--- src/vocf_pkg.sv ---
package vocf_pkg;
    // Register offsets on the 2-wire control port
    localparam logic [7:0] VOCF_POL_OFS = 8'h24;
    localparam logic [7:0] VOCF_CLKFMT_OFS = 8'h25;
    localparam logic [7:0] VOCF_TRIPD_OFS = 8'h26;
    // Reset values and implemented-bit masks
    localparam logic [7:0] VOCF_POL_RST = 8'h10;
    localparam logic [7:0] VOCF_POL_MASK = 8'h11;
    localparam logic [7:0] VOCF_CLKFMT_RST = 8'h72;
    localparam logic [7:0] VOCF_CLKFMT_MASK = 8'hff;
    localparam logic [7:0] VOCF_TRIPD_RST = 8'h08;
    localparam logic [7:0] VOCF_TRIPD_MASK = 8'hb8;
    // Field positions
    localparam int VOCF_FIELD_POL_BIT = 4;
    localparam int VOCF_CLK_INV_BIT = 0;
    localparam int VOCF_CLK_SEL_HI = 7;
    localparam int VOCF_CLK_SEL_LO = 6;
    localparam int VOCF_MODE_HI = 3;
    localparam int VOCF_MODE_LO = 2;
    localparam int VOCF_PRI_EN_BIT = 1;
    localparam int VOCF_SEC_EN_BIT = 0;
    localparam int VOCF_TRI_ALL_BIT = 7;
    localparam int VOCF_TRI_SPDIF_BIT = 5;
    localparam int VOCF_TRI_I2S_BIT = 4;
    localparam int VOCF_PD_POL_BIT = 3;
    // Clock select and output mode codes
    localparam logic [1:0] VOCF_CLK_HALF = 2'h0;
    localparam logic [1:0] VOCF_CLK_ONE = 2'h1;
    localparam logic [1:0] VOCF_CLK_DOUBLE = 2'h2;
    localparam logic [1:0] VOCF_CLK_ONE_90 = 2'h3;
    localparam logic [1:0] VOCF_MODE_444 = 2'h0;
    localparam logic [1:0] VOCF_MODE_422 = 2'h1;
    localparam logic [1:0] VOCF_MODE_DDR444 = 2'h2;
    // Serial port device address, arbitrary value
    localparam logic [6:0] VOCF_DEV_ADDR = 7'h4c;
    localparam logic [3:0] VOCF_BITS_PER_BYTE = 4'h8;
    typedef enum logic [8:0] {
        VOCF_IDLE = 9'h001,
        VOCF_ADDR = 9'h002,
        VOCF_ADDR_ACK = 9'h004,
        VOCF_SUB = 9'h008,
        VOCF_SUB_ACK = 9'h010,
        VOCF_WDATA = 9'h020,
        VOCF_WACK = 9'h040,
        VOCF_RDATA = 9'h080,
        VOCF_RACK = 9'h100
    } vocf_state_e;
endpackage

--- src/vocf_top.sv ---
`timescale 1ns/10ps
// Behaviour
// - Field output polarity follows control bit
// - Clock-invert bit inverts output clock
// - Selector picks half, single, double, 90-degree clock
// - Pixel repetition divides single-rate clock further
// - Output mode routes pixel data to pins
// - Secondary port driven only when enabled in 4:2:2 and DDR modes; in 4:4:4 it follows the primary enable
// - S/PDIF three-stated by its control bit
// - I2S and MCLK three-stated by control bit
// - Power-down pin polarity set by control bit
module vocf_top
    import vocf_pkg::*;
(
    // Clock and reset
    input wire logic CLOCK_I,
    input wire logic RST_B_I,
    // 2-wire control port
    input wire logic SCL_I,
    input wire logic SDA_I,
    output logic SDA_O,
    output logic SDA_OE_O,
    // Recovered video and audio
    input wire logic [23:0] PIX444_I,
    input wire logic [15:0] PIX422_I,
    input wire logic HSYNC_I,
    input wire logic VSYNC_I,
    input wire logic DE_I,
    input wire logic FIELD_I,
    input wire logic PIXEL_REP_I,
    input wire logic SPDIF_I,
    input wire logic [3:0] I2S_SD_I,
    input wire logic I2S_SCLK_I,
    input wire logic I2S_LRCLK_I,
    input wire logic MCLK_I,
    input wire logic PWRDN_PIN_I,
    // Video outputs
    output logic [7:0] VID_RED_O,
    output logic [7:0] VID_GRN_O,
    output logic [7:0] VID_BLU_O,
    output logic VID_PRI_OE_O,
    output logic VID_BLU_OE_O,
    output logic HSYNC_O,
    output logic VSYNC_O,
    output logic DE_O,
    output logic FIELD_O,
    output logic SYNC_OE_O,
    output logic DCLK_O,
    output logic DCLK_OE_O,
    // Audio outputs
    output logic SPDIF_O,
    output logic SPDIF_OE_O,
    output logic [3:0] I2S_SD_O,
    output logic I2S_SCLK_O,
    output logic I2S_LRCLK_O,
    output logic MCLK_O,
    output logic I2S_OE_O,
    // Power-down request
    output logic POWER_DOWN_O
);
    vocf_state_e state_q;
    logic scl_q, sda_q, rw_q;
    logic [3:0] bitc_q;
    logic [7:0] sh_q, ptr_q;
    logic [7:0] pol_q, clkfmt_q, tripd_q;
    logic [2:0] ph_q;

    // Bus events, seen against the previous sample
    wire scl_rise = SCL_I & ~scl_q;
    wire scl_fall = ~SCL_I & scl_q;
    wire start_c = SCL_I & scl_q & sda_q & ~SDA_I;
    wire stop_c = SCL_I & scl_q & ~sda_q & SDA_I;
    wire byte_done = (bitc_q == VOCF_BITS_PER_BYTE);
    wire rx_state = (state_q == VOCF_ADDR) | (state_q == VOCF_SUB) | (state_q == VOCF_WDATA);
    wire addr_hit = (sh_q[7:1] == VOCF_DEV_ADDR);
    wire wr_en = (state_q == VOCF_WDATA) & scl_fall & byte_done;
    wire [7:0] rd_data = (ptr_q == VOCF_POL_OFS) ? pol_q :
                         (ptr_q == VOCF_CLKFMT_OFS) ? clkfmt_q :
                         (ptr_q == VOCF_TRIPD_OFS) ? tripd_q : 8'h00;

    // Serial slave: byte-wide access with auto-increment
    always_ff @(posedge CLOCK_I or negedge RST_B_I) begin
        if (!RST_B_I) begin
            state_q <= VOCF_IDLE;
            scl_q <= 1'b1;
            sda_q <= 1'b1;
            rw_q <= 1'b0;
            bitc_q <= 4'h0;
            sh_q <= 8'h00;
            ptr_q <= 8'h00;
            SDA_OE_O <= 1'b0;
        end else begin
            scl_q <= SCL_I;
            sda_q <= SDA_I;
            if (stop_c) begin
                state_q <= VOCF_IDLE;
                SDA_OE_O <= 1'b0;
            end else if (start_c) begin
                state_q <= VOCF_ADDR;
                bitc_q <= 4'h0;
                SDA_OE_O <= 1'b0;
            end else if (scl_rise) begin
                if (rx_state) begin
                    sh_q <= {sh_q[6:0], SDA_I};
                    bitc_q <= bitc_q + 4'h1;
                end else if (state_q == VOCF_RACK && SDA_I) begin
                    state_q <= VOCF_IDLE;
                end
            end else if (scl_fall) begin
                case (state_q)
                    VOCF_ADDR: begin
                        if (byte_done) begin
                            state_q <= addr_hit ? VOCF_ADDR_ACK : VOCF_IDLE;
                            SDA_OE_O <= addr_hit;
                            rw_q <= sh_q[0];
                        end
                    end
                    VOCF_SUB: begin
                        if (byte_done) begin
                            ptr_q <= sh_q;
                            state_q <= VOCF_SUB_ACK;
                            SDA_OE_O <= 1'b1;
                        end
                    end
                    VOCF_WDATA: begin
                        if (byte_done) begin
                            state_q <= VOCF_WACK;
                            SDA_OE_O <= 1'b1;
                        end
                    end
                    VOCF_ADDR_ACK, VOCF_RACK: begin
                        if (rw_q) begin
                            sh_q <= rd_data;
                            SDA_OE_O <= ~rd_data[7];
                            bitc_q <= 4'h1;
                            state_q <= VOCF_RDATA;
                        end else begin
                            SDA_OE_O <= 1'b0;
                            bitc_q <= 4'h0;
                            state_q <= VOCF_SUB;
                        end
                    end
                    VOCF_SUB_ACK, VOCF_WACK: begin
                        SDA_OE_O <= 1'b0;
                        bitc_q <= 4'h0;
                        state_q <= VOCF_WDATA;
                    end
                    VOCF_RDATA: begin
                        if (byte_done) begin
                            SDA_OE_O <= 1'b0;
                            ptr_q <= ptr_q + 8'h01;
                            state_q <= VOCF_RACK;
                        end else begin
                            SDA_OE_O <= ~sh_q[6];
                            sh_q <= {sh_q[6:0], 1'b0};
                            bitc_q <= bitc_q + 4'h1;
                        end
                    end
                    default: begin
                        state_q <= VOCF_IDLE;
                    end
                endcase
                if (wr_en) begin
                    ptr_q <= ptr_q + 8'h01;
                end
            end
        end
    end

    // Control registers; unimplemented bits read as zero
    always_ff @(posedge CLOCK_I or negedge RST_B_I) begin
        if (!RST_B_I) begin
            pol_q <= VOCF_POL_RST;
            clkfmt_q <= VOCF_CLKFMT_RST;
            tripd_q <= VOCF_TRIPD_RST;
        end else if (wr_en) begin
            if (ptr_q == VOCF_POL_OFS) pol_q <= sh_q & VOCF_POL_MASK;
            if (ptr_q == VOCF_CLKFMT_OFS) clkfmt_q <= sh_q & VOCF_CLKFMT_MASK;
            if (ptr_q == VOCF_TRIPD_OFS) tripd_q <= sh_q & VOCF_TRIPD_MASK;
        end
    end

    // Field decode
    wire [1:0] clk_sel = clkfmt_q[VOCF_CLK_SEL_HI:VOCF_CLK_SEL_LO];
    wire [1:0] mode = clkfmt_q[VOCF_MODE_HI:VOCF_MODE_LO];
    wire pri_en = clkfmt_q[VOCF_PRI_EN_BIT];
    wire sec_en = clkfmt_q[VOCF_SEC_EN_BIT];
    wire tri_all = tripd_q[VOCF_TRI_ALL_BIT];

    // CLOCK_I is four times the single rate; phase counter makes the rest
    wire one_x = PIXEL_REP_I ? ph_q[2] : ph_q[1];
    wire one_x_90 = PIXEL_REP_I ? (ph_q[2] ^ ph_q[1]) : (ph_q[1] ^ ph_q[0]);
    wire sel_clk = (clk_sel == VOCF_CLK_HALF) ? ph_q[2] :
                   (clk_sel == VOCF_CLK_ONE) ? one_x :
                   (clk_sel == VOCF_CLK_DOUBLE) ? ph_q[0] : one_x_90;
    // Invert bit lives in the polarity register, not beside the port enables
    wire clk_out = sel_clk ^ pol_q[VOCF_CLK_INV_BIT];
    // DDR halves follow the single-rate clock level
    wire hi_half = ~one_x;
    wire [7:0] ddr422 = hi_half ? PIX422_I[15:8] : PIX422_I[7:0];
    wire [11:0] ddr444 = hi_half ? PIX444_I[23:12] : PIX444_I[11:0];
    wire pri_on = pri_en & ~tri_all;
    wire blu_on = ((mode == VOCF_MODE_422) || (mode == VOCF_MODE_DDR444)) ?
                  (sec_en & ~tri_all) : pri_on;
    wire [7:0] red_d = (mode == VOCF_MODE_422) ? PIX422_I[15:8] :
                       (mode == VOCF_MODE_DDR444) ? ddr444[11:4] : PIX444_I[23:16];
    wire [7:0] grn_d = (mode == VOCF_MODE_422) ? PIX422_I[7:0] :
                       (mode == VOCF_MODE_DDR444) ? {ddr444[3:0], 4'h0} : PIX444_I[15:8];
    wire [7:0] blu_d = ((mode == VOCF_MODE_422) || (mode == VOCF_MODE_DDR444)) ?
                       ddr422 : PIX444_I[7:0];

    // Output stage, every pin from a flop
    always_ff @(posedge CLOCK_I or negedge RST_B_I) begin
        if (!RST_B_I) begin
            ph_q <= 3'h0;
            VID_RED_O <= 8'h00;
            VID_GRN_O <= 8'h00;
            VID_BLU_O <= 8'h00;
            VID_PRI_OE_O <= 1'b0;
            VID_BLU_OE_O <= 1'b0;
            HSYNC_O <= 1'b0;
            VSYNC_O <= 1'b0;
            DE_O <= 1'b0;
            FIELD_O <= 1'b0;
            SYNC_OE_O <= 1'b0;
            DCLK_O <= 1'b0;
            DCLK_OE_O <= 1'b0;
            SPDIF_O <= 1'b0;
            SPDIF_OE_O <= 1'b0;
            I2S_SD_O <= 4'h0;
            I2S_SCLK_O <= 1'b0;
            I2S_LRCLK_O <= 1'b0;
            MCLK_O <= 1'b0;
            I2S_OE_O <= 1'b0;
            POWER_DOWN_O <= 1'b0;
            SDA_O <= 1'b0;
        end else begin
            ph_q <= ph_q + 3'h1;
            // Disabled ports hold zero so a stale pixel never leaks out
            VID_RED_O <= pri_on ? red_d : 8'h00;
            VID_GRN_O <= pri_on ? grn_d : 8'h00;
            VID_BLU_O <= blu_on ? blu_d : 8'h00;
            VID_PRI_OE_O <= pri_on;
            VID_BLU_OE_O <= blu_on;
            HSYNC_O <= HSYNC_I;
            VSYNC_O <= VSYNC_I;
            DE_O <= DE_I;
            FIELD_O <= FIELD_I ^ ~pol_q[VOCF_FIELD_POL_BIT];
            SYNC_OE_O <= ~tri_all;
            DCLK_O <= clk_out;
            DCLK_OE_O <= ~tri_all;
            SPDIF_O <= SPDIF_I;
            SPDIF_OE_O <= ~tripd_q[VOCF_TRI_SPDIF_BIT];
            I2S_SD_O <= I2S_SD_I;
            I2S_SCLK_O <= I2S_SCLK_I;
            I2S_LRCLK_O <= I2S_LRCLK_I;
            MCLK_O <= MCLK_I;
            I2S_OE_O <= ~tripd_q[VOCF_TRI_I2S_BIT];
            POWER_DOWN_O <= PWRDN_PIN_I ^ ~tripd_q[VOCF_PD_POL_BIT];
            SDA_O <= 1'b0;
        end
    end
endmodule

--- config.mk ---
export PLATFORM = sky130hd
export DESIGN_NAME = vocf_top
export DESIGN_NICKNAME = d
export VERILOG_FILES = /design/src/vocf_pkg.sv /design/src/vocf_top.sv
export SDC_FILE = /design/constraint.sdc
export NUM_CORES = 1
export LEC_CHECK = 0
export ABC_CLOCK_PERIOD_IN_PS = 4300
export BUFFER_PORTS_ARGS = -buffer_cell sky130_fd_sc_hd__clkbuf_2
export CAP_MARGIN = 20
export CORE_ASPECT_RATIO = 0.8
export CORE_MARGIN = 1.5
export CORE_UTILIZATION = 35
export CTS_CLUSTER_DIAMETER = 60
export DETAILED_ROUTE_END_ITERATION = 10
export SLEW_MARGIN = 30
export SYNTH_ARGS = -nofsm -noshare
export SYNTH_HDL_FRONTEND = slang
export SYNTH_SLANG_ARGS = --single-unit
--- constraint.sdc ---
create_clock -name CLOCK_I -period 4.3 [get_ports CLOCK_I]
set_input_delay 0.86 -clock CLOCK_I [delete_from_list [all_inputs] [get_ports CLOCK_I]]
set_output_delay 0.86 -clock CLOCK_I [all_outputs]
set_load 0.01 [all_outputs]
Word-level counts from Yosys, hierarchy flattened
Cells that the tools add are included.
Widths: inputs -> output; s select.
- $add $sub $neg: 3
- multiply operators: 0
- divide/modulo/power cells: 0
- order comparisons: 0
- eq/ne operators: 33
- shift-type cells: 0
- mux-type cells: 58
- bitwise gates (word level): 32
- reduce and logical (&&, ||, !) cells: 23
- operators with widths (operator ; number):
    $mux 8 ; 21
    $mux 9 ; 10
    $pmux 9 s6 ; 1
    $pmux 8 s2 ; 2
    $eq 8x6->1 const B ; 3
    $reduce_and 7->1 ; 3
    $mux 4 ; 5
    $ne 5x5->1 const B ; 4
    $mux 1 ; 15
    $not 1->1 ; 14
    $mux 12 ; 1
    $ne 3x3->1 const B ; 4
    $ne 4x4->1 const B ; 3
    $pmux 4 s3 ; 1
    $reduce_bool 3->1 ; 4
    $and 1x1->1 ; 11
    $reduce_and 5->1 ; 2
    $eq 9x2->1 const B ; 1
    $eq 9x3->1 const B ; 1
    $eq 9x4->1 const B ; 1
    $eq 9x5->1 const B ; 1
    $eq 9x6->1 const B ; 1
    $eq 9x7->1 const B ; 1
    $eq 9x8->1 const B ; 1
    other kinds (25) ; 38
- bits in registers: 93
- latch bits: 0
- memory bits (writable): 0
- ROM bits: 0
- bits of input ports: 58
- logic and storage cells: 180
- memories kept: 0

Depth between registers and ports, before layout
- depth in word-level cells: 11
- mapped depth: 9

Worst setup path before layout
No wires, ideal clock.
- path type: input to register
- from: in PIXEL_REP_I
- to: reg VID_GRN_O[4]
- library setup time: 0.132 ns
- arrival time: 2.476 ns
- slack: 1.692 ns
- stages on the path: 8
- path buffers: 2
- path through: clkbuf_1 > mux2i_2 > nand2b_1 > buf_4 > mux2i_1 > nor2_1 > a21oi_1 > nor2_1
- longest elaborated chain between the ends: 5
- ends and longest elaborated chain (element ; line ; text):
    start: declaration ; vocf_top.sv:30 ; input wire logic PIXEL_REP_I,
    $mux 1 ; vocf_top.sv:191 ; wire one_x = PIXEL_REP_I ? ph_q[2] : ph_q[1];
    $mux 12 ; vocf_top.sv:201 ; wire [11:0] ddr444 = hi_half ? PIX444_I[23:12] : PIX444_I[11:0];
    $mux 8 ; vocf_top.sv:208 ; (mode == VOCF_MODE_DDR444) ? {ddr444[3:0], 4'h0} : PIX444_I[15:8];
    $mux 8 ; vocf_top.sv:207 ; wire [7:0] grn_d = (mode == VOCF_MODE_422) ? PIX422_I[7:0] :
    $mux 8 ; vocf_top.sv:241 ; VID_GRN_O <= pri_on ? grn_d : 8'h00;
    end signal: assignment ; vocf_top.sv:241 ;
    end: declaration ; vocf_top.sv:39 ; output logic [7:0] VID_GRN_O,
Every way passes these cells.
A chain may end at the register's enable or synchronous reset.

Worst setup path in the final report
- from: in PIXEL_REP_I
- to: reg VID_RED_O[5]
- longest elaborated chain between the ends: 5
- ends and longest elaborated chain (element ; line ; text):
    $mux 1 ; vocf_top.sv:191 ;
    $mux 12 ; vocf_top.sv:201 ;
    $mux 8 ; vocf_top.sv:206 ; (mode == VOCF_MODE_DDR444) ? ddr444[11:4] : PIX444_I[23:16];
    $mux 8 ; vocf_top.sv:205 ; wire [7:0] red_d = (mode == VOCF_MODE_422) ? PIX422_I[15:8] :
    $mux 8 ; vocf_top.sv:240 ; VID_RED_O <= pri_on ? red_d : 8'h00;
    end signal: assignment ; vocf_top.sv:240 ;
    end: declaration ; vocf_top.sv:38 ; output logic [7:0] VID_RED_O,
Every way passes these cells.

==> impl_metrics.csv <==
group,metric,value,unit
outcome,status,"finished clean",
final_layout,nFillCells,1266,
drt,viasPerCell,5.18,
power_and_ir_drop,cellLeakagePower,0.00285,uW
job,cap_violations,0,
die,dieArea,14300,um2
clock_network,cts_made_buffers,9,
drt,drtPass1Iterations,7,
timing,setup_tns,0,ps
yosys,synthFlopType,"dfrtp_1",
grt,grt_max_degree,69,
clock_network,cts_setup_buffers,0,
critical_path,path_class,"in -> reg",
timing,final_max_slew_viol_count,0,
power_and_ir_drop,power.switching,471,uW
yosys,synth-seq-area-share,49.3,%
final_layout,syn_to_final_growth,19.4,%
yosys,ys_warn_count,0,
critical_path,crit_path_end_kind,"flop",
power_and_ir_drop,peakVddDrop,0.172,mV
timing,setup_viol,0,
drt,ant_nets,0,
power_and_ir_drop,p_sw_share,24.7,%
clock_network,cts_tree,"built",
final_layout,drive_above_1_share,27.4,%
timing,max_freq,0.356,GHz
grt,overflow,0,
yosys,netlist_instances,476,
final_layout,fin_nets,635,
drt,wl,12.0,mm
timing,min_period,2810,ps
power_and_ir_drop,pwr_density_cell,338,nW/um2
critical_path,cp_max_fo,12,
die,fp.dieW,133,um
timing,clock_skew,12.2,ps
placement,portBuffers,102,
power_and_ir_drop,p_seq_share,48.8,%
timing,worst_pin_slew,945,ps
timing,hold_ws,449,ps
placement,gp_congestion,0.919,
power_and_ir_drop,internal-power,1440,uW
grt,grt_antenna_before_repair,0,
yosys,synth_top_cell_area_share,44.4,%
yosys,synthTopCellsByArea,"dfrtp_1 (44%), nor2_1 (5.5%), dfstp_2 (5.0%)",
grt,grt_pass1_wl,19.7,mm
drt,route.detailed.drc,0,
timing,hold_violations,0,
clock_network,clock_path_buffers,2,
drt,vias,3853,
die,die_h,107,um
yosys,syn-cell-area,4740,um2
clock_network,clock_tree.root_cell,"clkbuf_16",
drt,routedWlPerCell,16.1,um
final_layout,multi_input_area,2200,um2
die,coreArea,13100,um2
clock_network,numClockSinks,93,
power_and_ir_drop,combPwrFrac,8.5,%
final_layout,regArea,2340,um2
timing,fin_crit_sh,65.3,%
critical_path,crit_arrival,3020,ps
yosys,synth_cell_type_count,68,
yosys,syn_nets,547,
clock_network,holdBufCountCts,0,
placement,hpwl,8.73,mm
critical_path,startpoint_type,"input pin",
clock_network,clk_pin_slew_worst_paths,70,ps
hold_path,hp-class,"reg -> reg",
die,row_count,37,
clock_network,worstSkewPairLatency,350,ps
clock_network,htreeDepth,3,
yosys,yosysTopAreaCell,"dfrtp_1",
yosys,synth-async-reset-ratio,100,%
power_and_ir_drop,p_clk_share,42.7,%
yosys,avgSynthCellArea,9.96,um2
final_layout,n_antenna_cell,0,
grt,grt_pass1_vias,3783,
die,io_pins,104,
yosys,synth_seq_cells,93,
timing,rsz0062_at_grt,"false",
grt,grt.total_usage,17.5,%
timing,max-slew-margin-rel,36.9,%
clock_network,cts_resized,0,
yosys,synth_edf_count,0,
die,start_util,36.3,%
critical_path,required,4510,ps
drt,initialDrtViolationCount,304,
[power by group through the flow]
stage	logic (uW)	registers [uW]	clock network, uW
final	162	932	817
after global routing	179	935	881
after detailed placement	161	946	0
after CTS	161	930	844
after global placement	158	944	0
after floorplan	84.8	941	0
[cells in the mapped netlist, drive strengths merged (2+ instances only)]
| cell type | n |
|---|---|
| buf | 14 |
| nand4b | 2 |
| nor3 | 9 |
| o31ai | 5 |
| dfrtp | 84 |
| a21oi | 38 |
| nor4 | 6 |
| nand4 | 2 |
| a21o | 5 |
| or4b | 2 |
| o41ai | 4 |
| ha | 13 |
| nand2 | 38 |
| nor2 | 70 |
| o22a | 3 |
| nand2b | 2 |
| and4 | 2 |
| dfstp | 9 |
| xnor2 | 3 |
| nand3 | 10 |
| nor4b | 4 |
| nor4bb | 2 |
| o22ai | 2 |
| xor2 | 5 |
| a31oi | 5 |
| clkbuf | 13 |
| and3 | 2 |
| o21ai | 22 |
| a22oi | 10 |
| o21a | 2 |
| o32ai | 2 |
| inv | 18 |
| nor2b | 8 |
| mux2 | 16 |
| mux2i | 23 |
[per-stage QoR]
step | std cells | total power (uW) | instance area [um2] | setup slack [ps] | util [%]
6_report | 744 | 1910 | 5660 | 1490 | 43.4
5_1_grt | 744 | 1990 | 5660 | 1360 | 43.4
4_1_cts | 744 | 1930 | 5650 | 1510 | 43.3
3_5_place_dp | 728 | 1110 | 5350 | 1140 | 41.0
3_3_place_gp | 728 | 1100 | 5350 | 1240 | 41.0
2_1_floorplan | 476 | 1030 | 4740 | 1690 | -
[cell families (layout without fill, tap and decap cells)]
family	Yosys count	count (layout)	synth area share, %
AO/OA/AOI/OAI	112	112	15.3
other	1	1	0.0791
buffers and inverters	45	138	4.33
XOR/XNOR	8	8	1.48
adder cells (fa/ha/maj)	13	13	3.43
flip-flops	93	93	49.3
AND/OR/NAND/NOR	165	165	17.3
multiplexers	39	39	8.74
[cells in the final DEF, fill, tap and decap left out, drive strengths merged, types with 3 or more instances in the layout]
cell type	count
ha	13
nor3	9
mux2	16
nand3	10
o31ai	5
buf	3
nor2	70
dfrtp	84
a31oi	5
o41ai	4
clkbuf	111
dfstp	9
nor4	6
nor4b	4
nor2b	8
xnor2	3
inv	21
o21ai	22
a21o	5
xor2	5
a21oi	38
nand2	38
mux2i	23
o22a	3
a22oi	10
[worst max-delay path: stages]
cell and delay, ps:
clkbuf_2 160, mux2i_2 710, nand2b_1 720, mux2i_1 260
nor2_1 70, a21oi_1 160, nor2_1 60
[cell type report]
class                   count  share of cell area (%)
repair buffers            104                    9.39
clock buffers              10                    4.22
well taps                 175                    3.87
flip-flops and latches     93                    41.3
inverters                  18                    1.19
clock inverters             6                    1.17
multi-input cells         338                    38.8
[worst paths after layout]
path | endpoint | start | slack (ps) | depth (start not counted)
setup / recovery | VID_RED_O[5]$_DFF_PN0_ | PIXEL_REP_I | 1490 | 7
hold / removal | I2S_OE_O$_DFF_PN0_ | tripd_q[4]$_DFFE_PN0P_ | 450 | 1
setup reg to reg | sh_q[4]$_DFFE_PN0P_ | state_q[5]$_DFFE_PN0P_ | 1670 | 4
hold reg to reg | I2S_OE_O$_DFF_PN0_ | tripd_q[4]$_DFFE_PN0P_ | 450 | 1
max in group asynchronous | clkfmt_q[5]$_DFFE_PN1P_ | RST_B_I | 2920 | 2
min in group asynchronous | VID_RED_O[4]$_DFF_PN0_ | RST_B_I | 520 | 1
[registers in the layout, summed over array words and instances, names as in the netlist, 2 cells and up]
| signal | flops |
|---|---|
| state_q | 9 |
| VID_BLU_O | 8 |
| VID_GRN_O | 8 |
| VID_RED_O | 8 |
| clkfmt_q | 8 |
| ptr_q | 8 |
| sh_q | 8 |
| I2S_SD_O | 4 |
| bitc_q | 4 |
| tripd_q | 4 |
| ph_q | 3 |
| pol_q | 2 |
[layer usage]
layer  GRT usage (%)  vias up  share of wire [%]
li1                -     1859                  -
met1            25.1     1847                 49
met2            25.8      133                 44
met3            4.35       14                5.3
met4            5.98        0                1.5
met5               0        -                  0
Power figures use the tool's default switching activity.
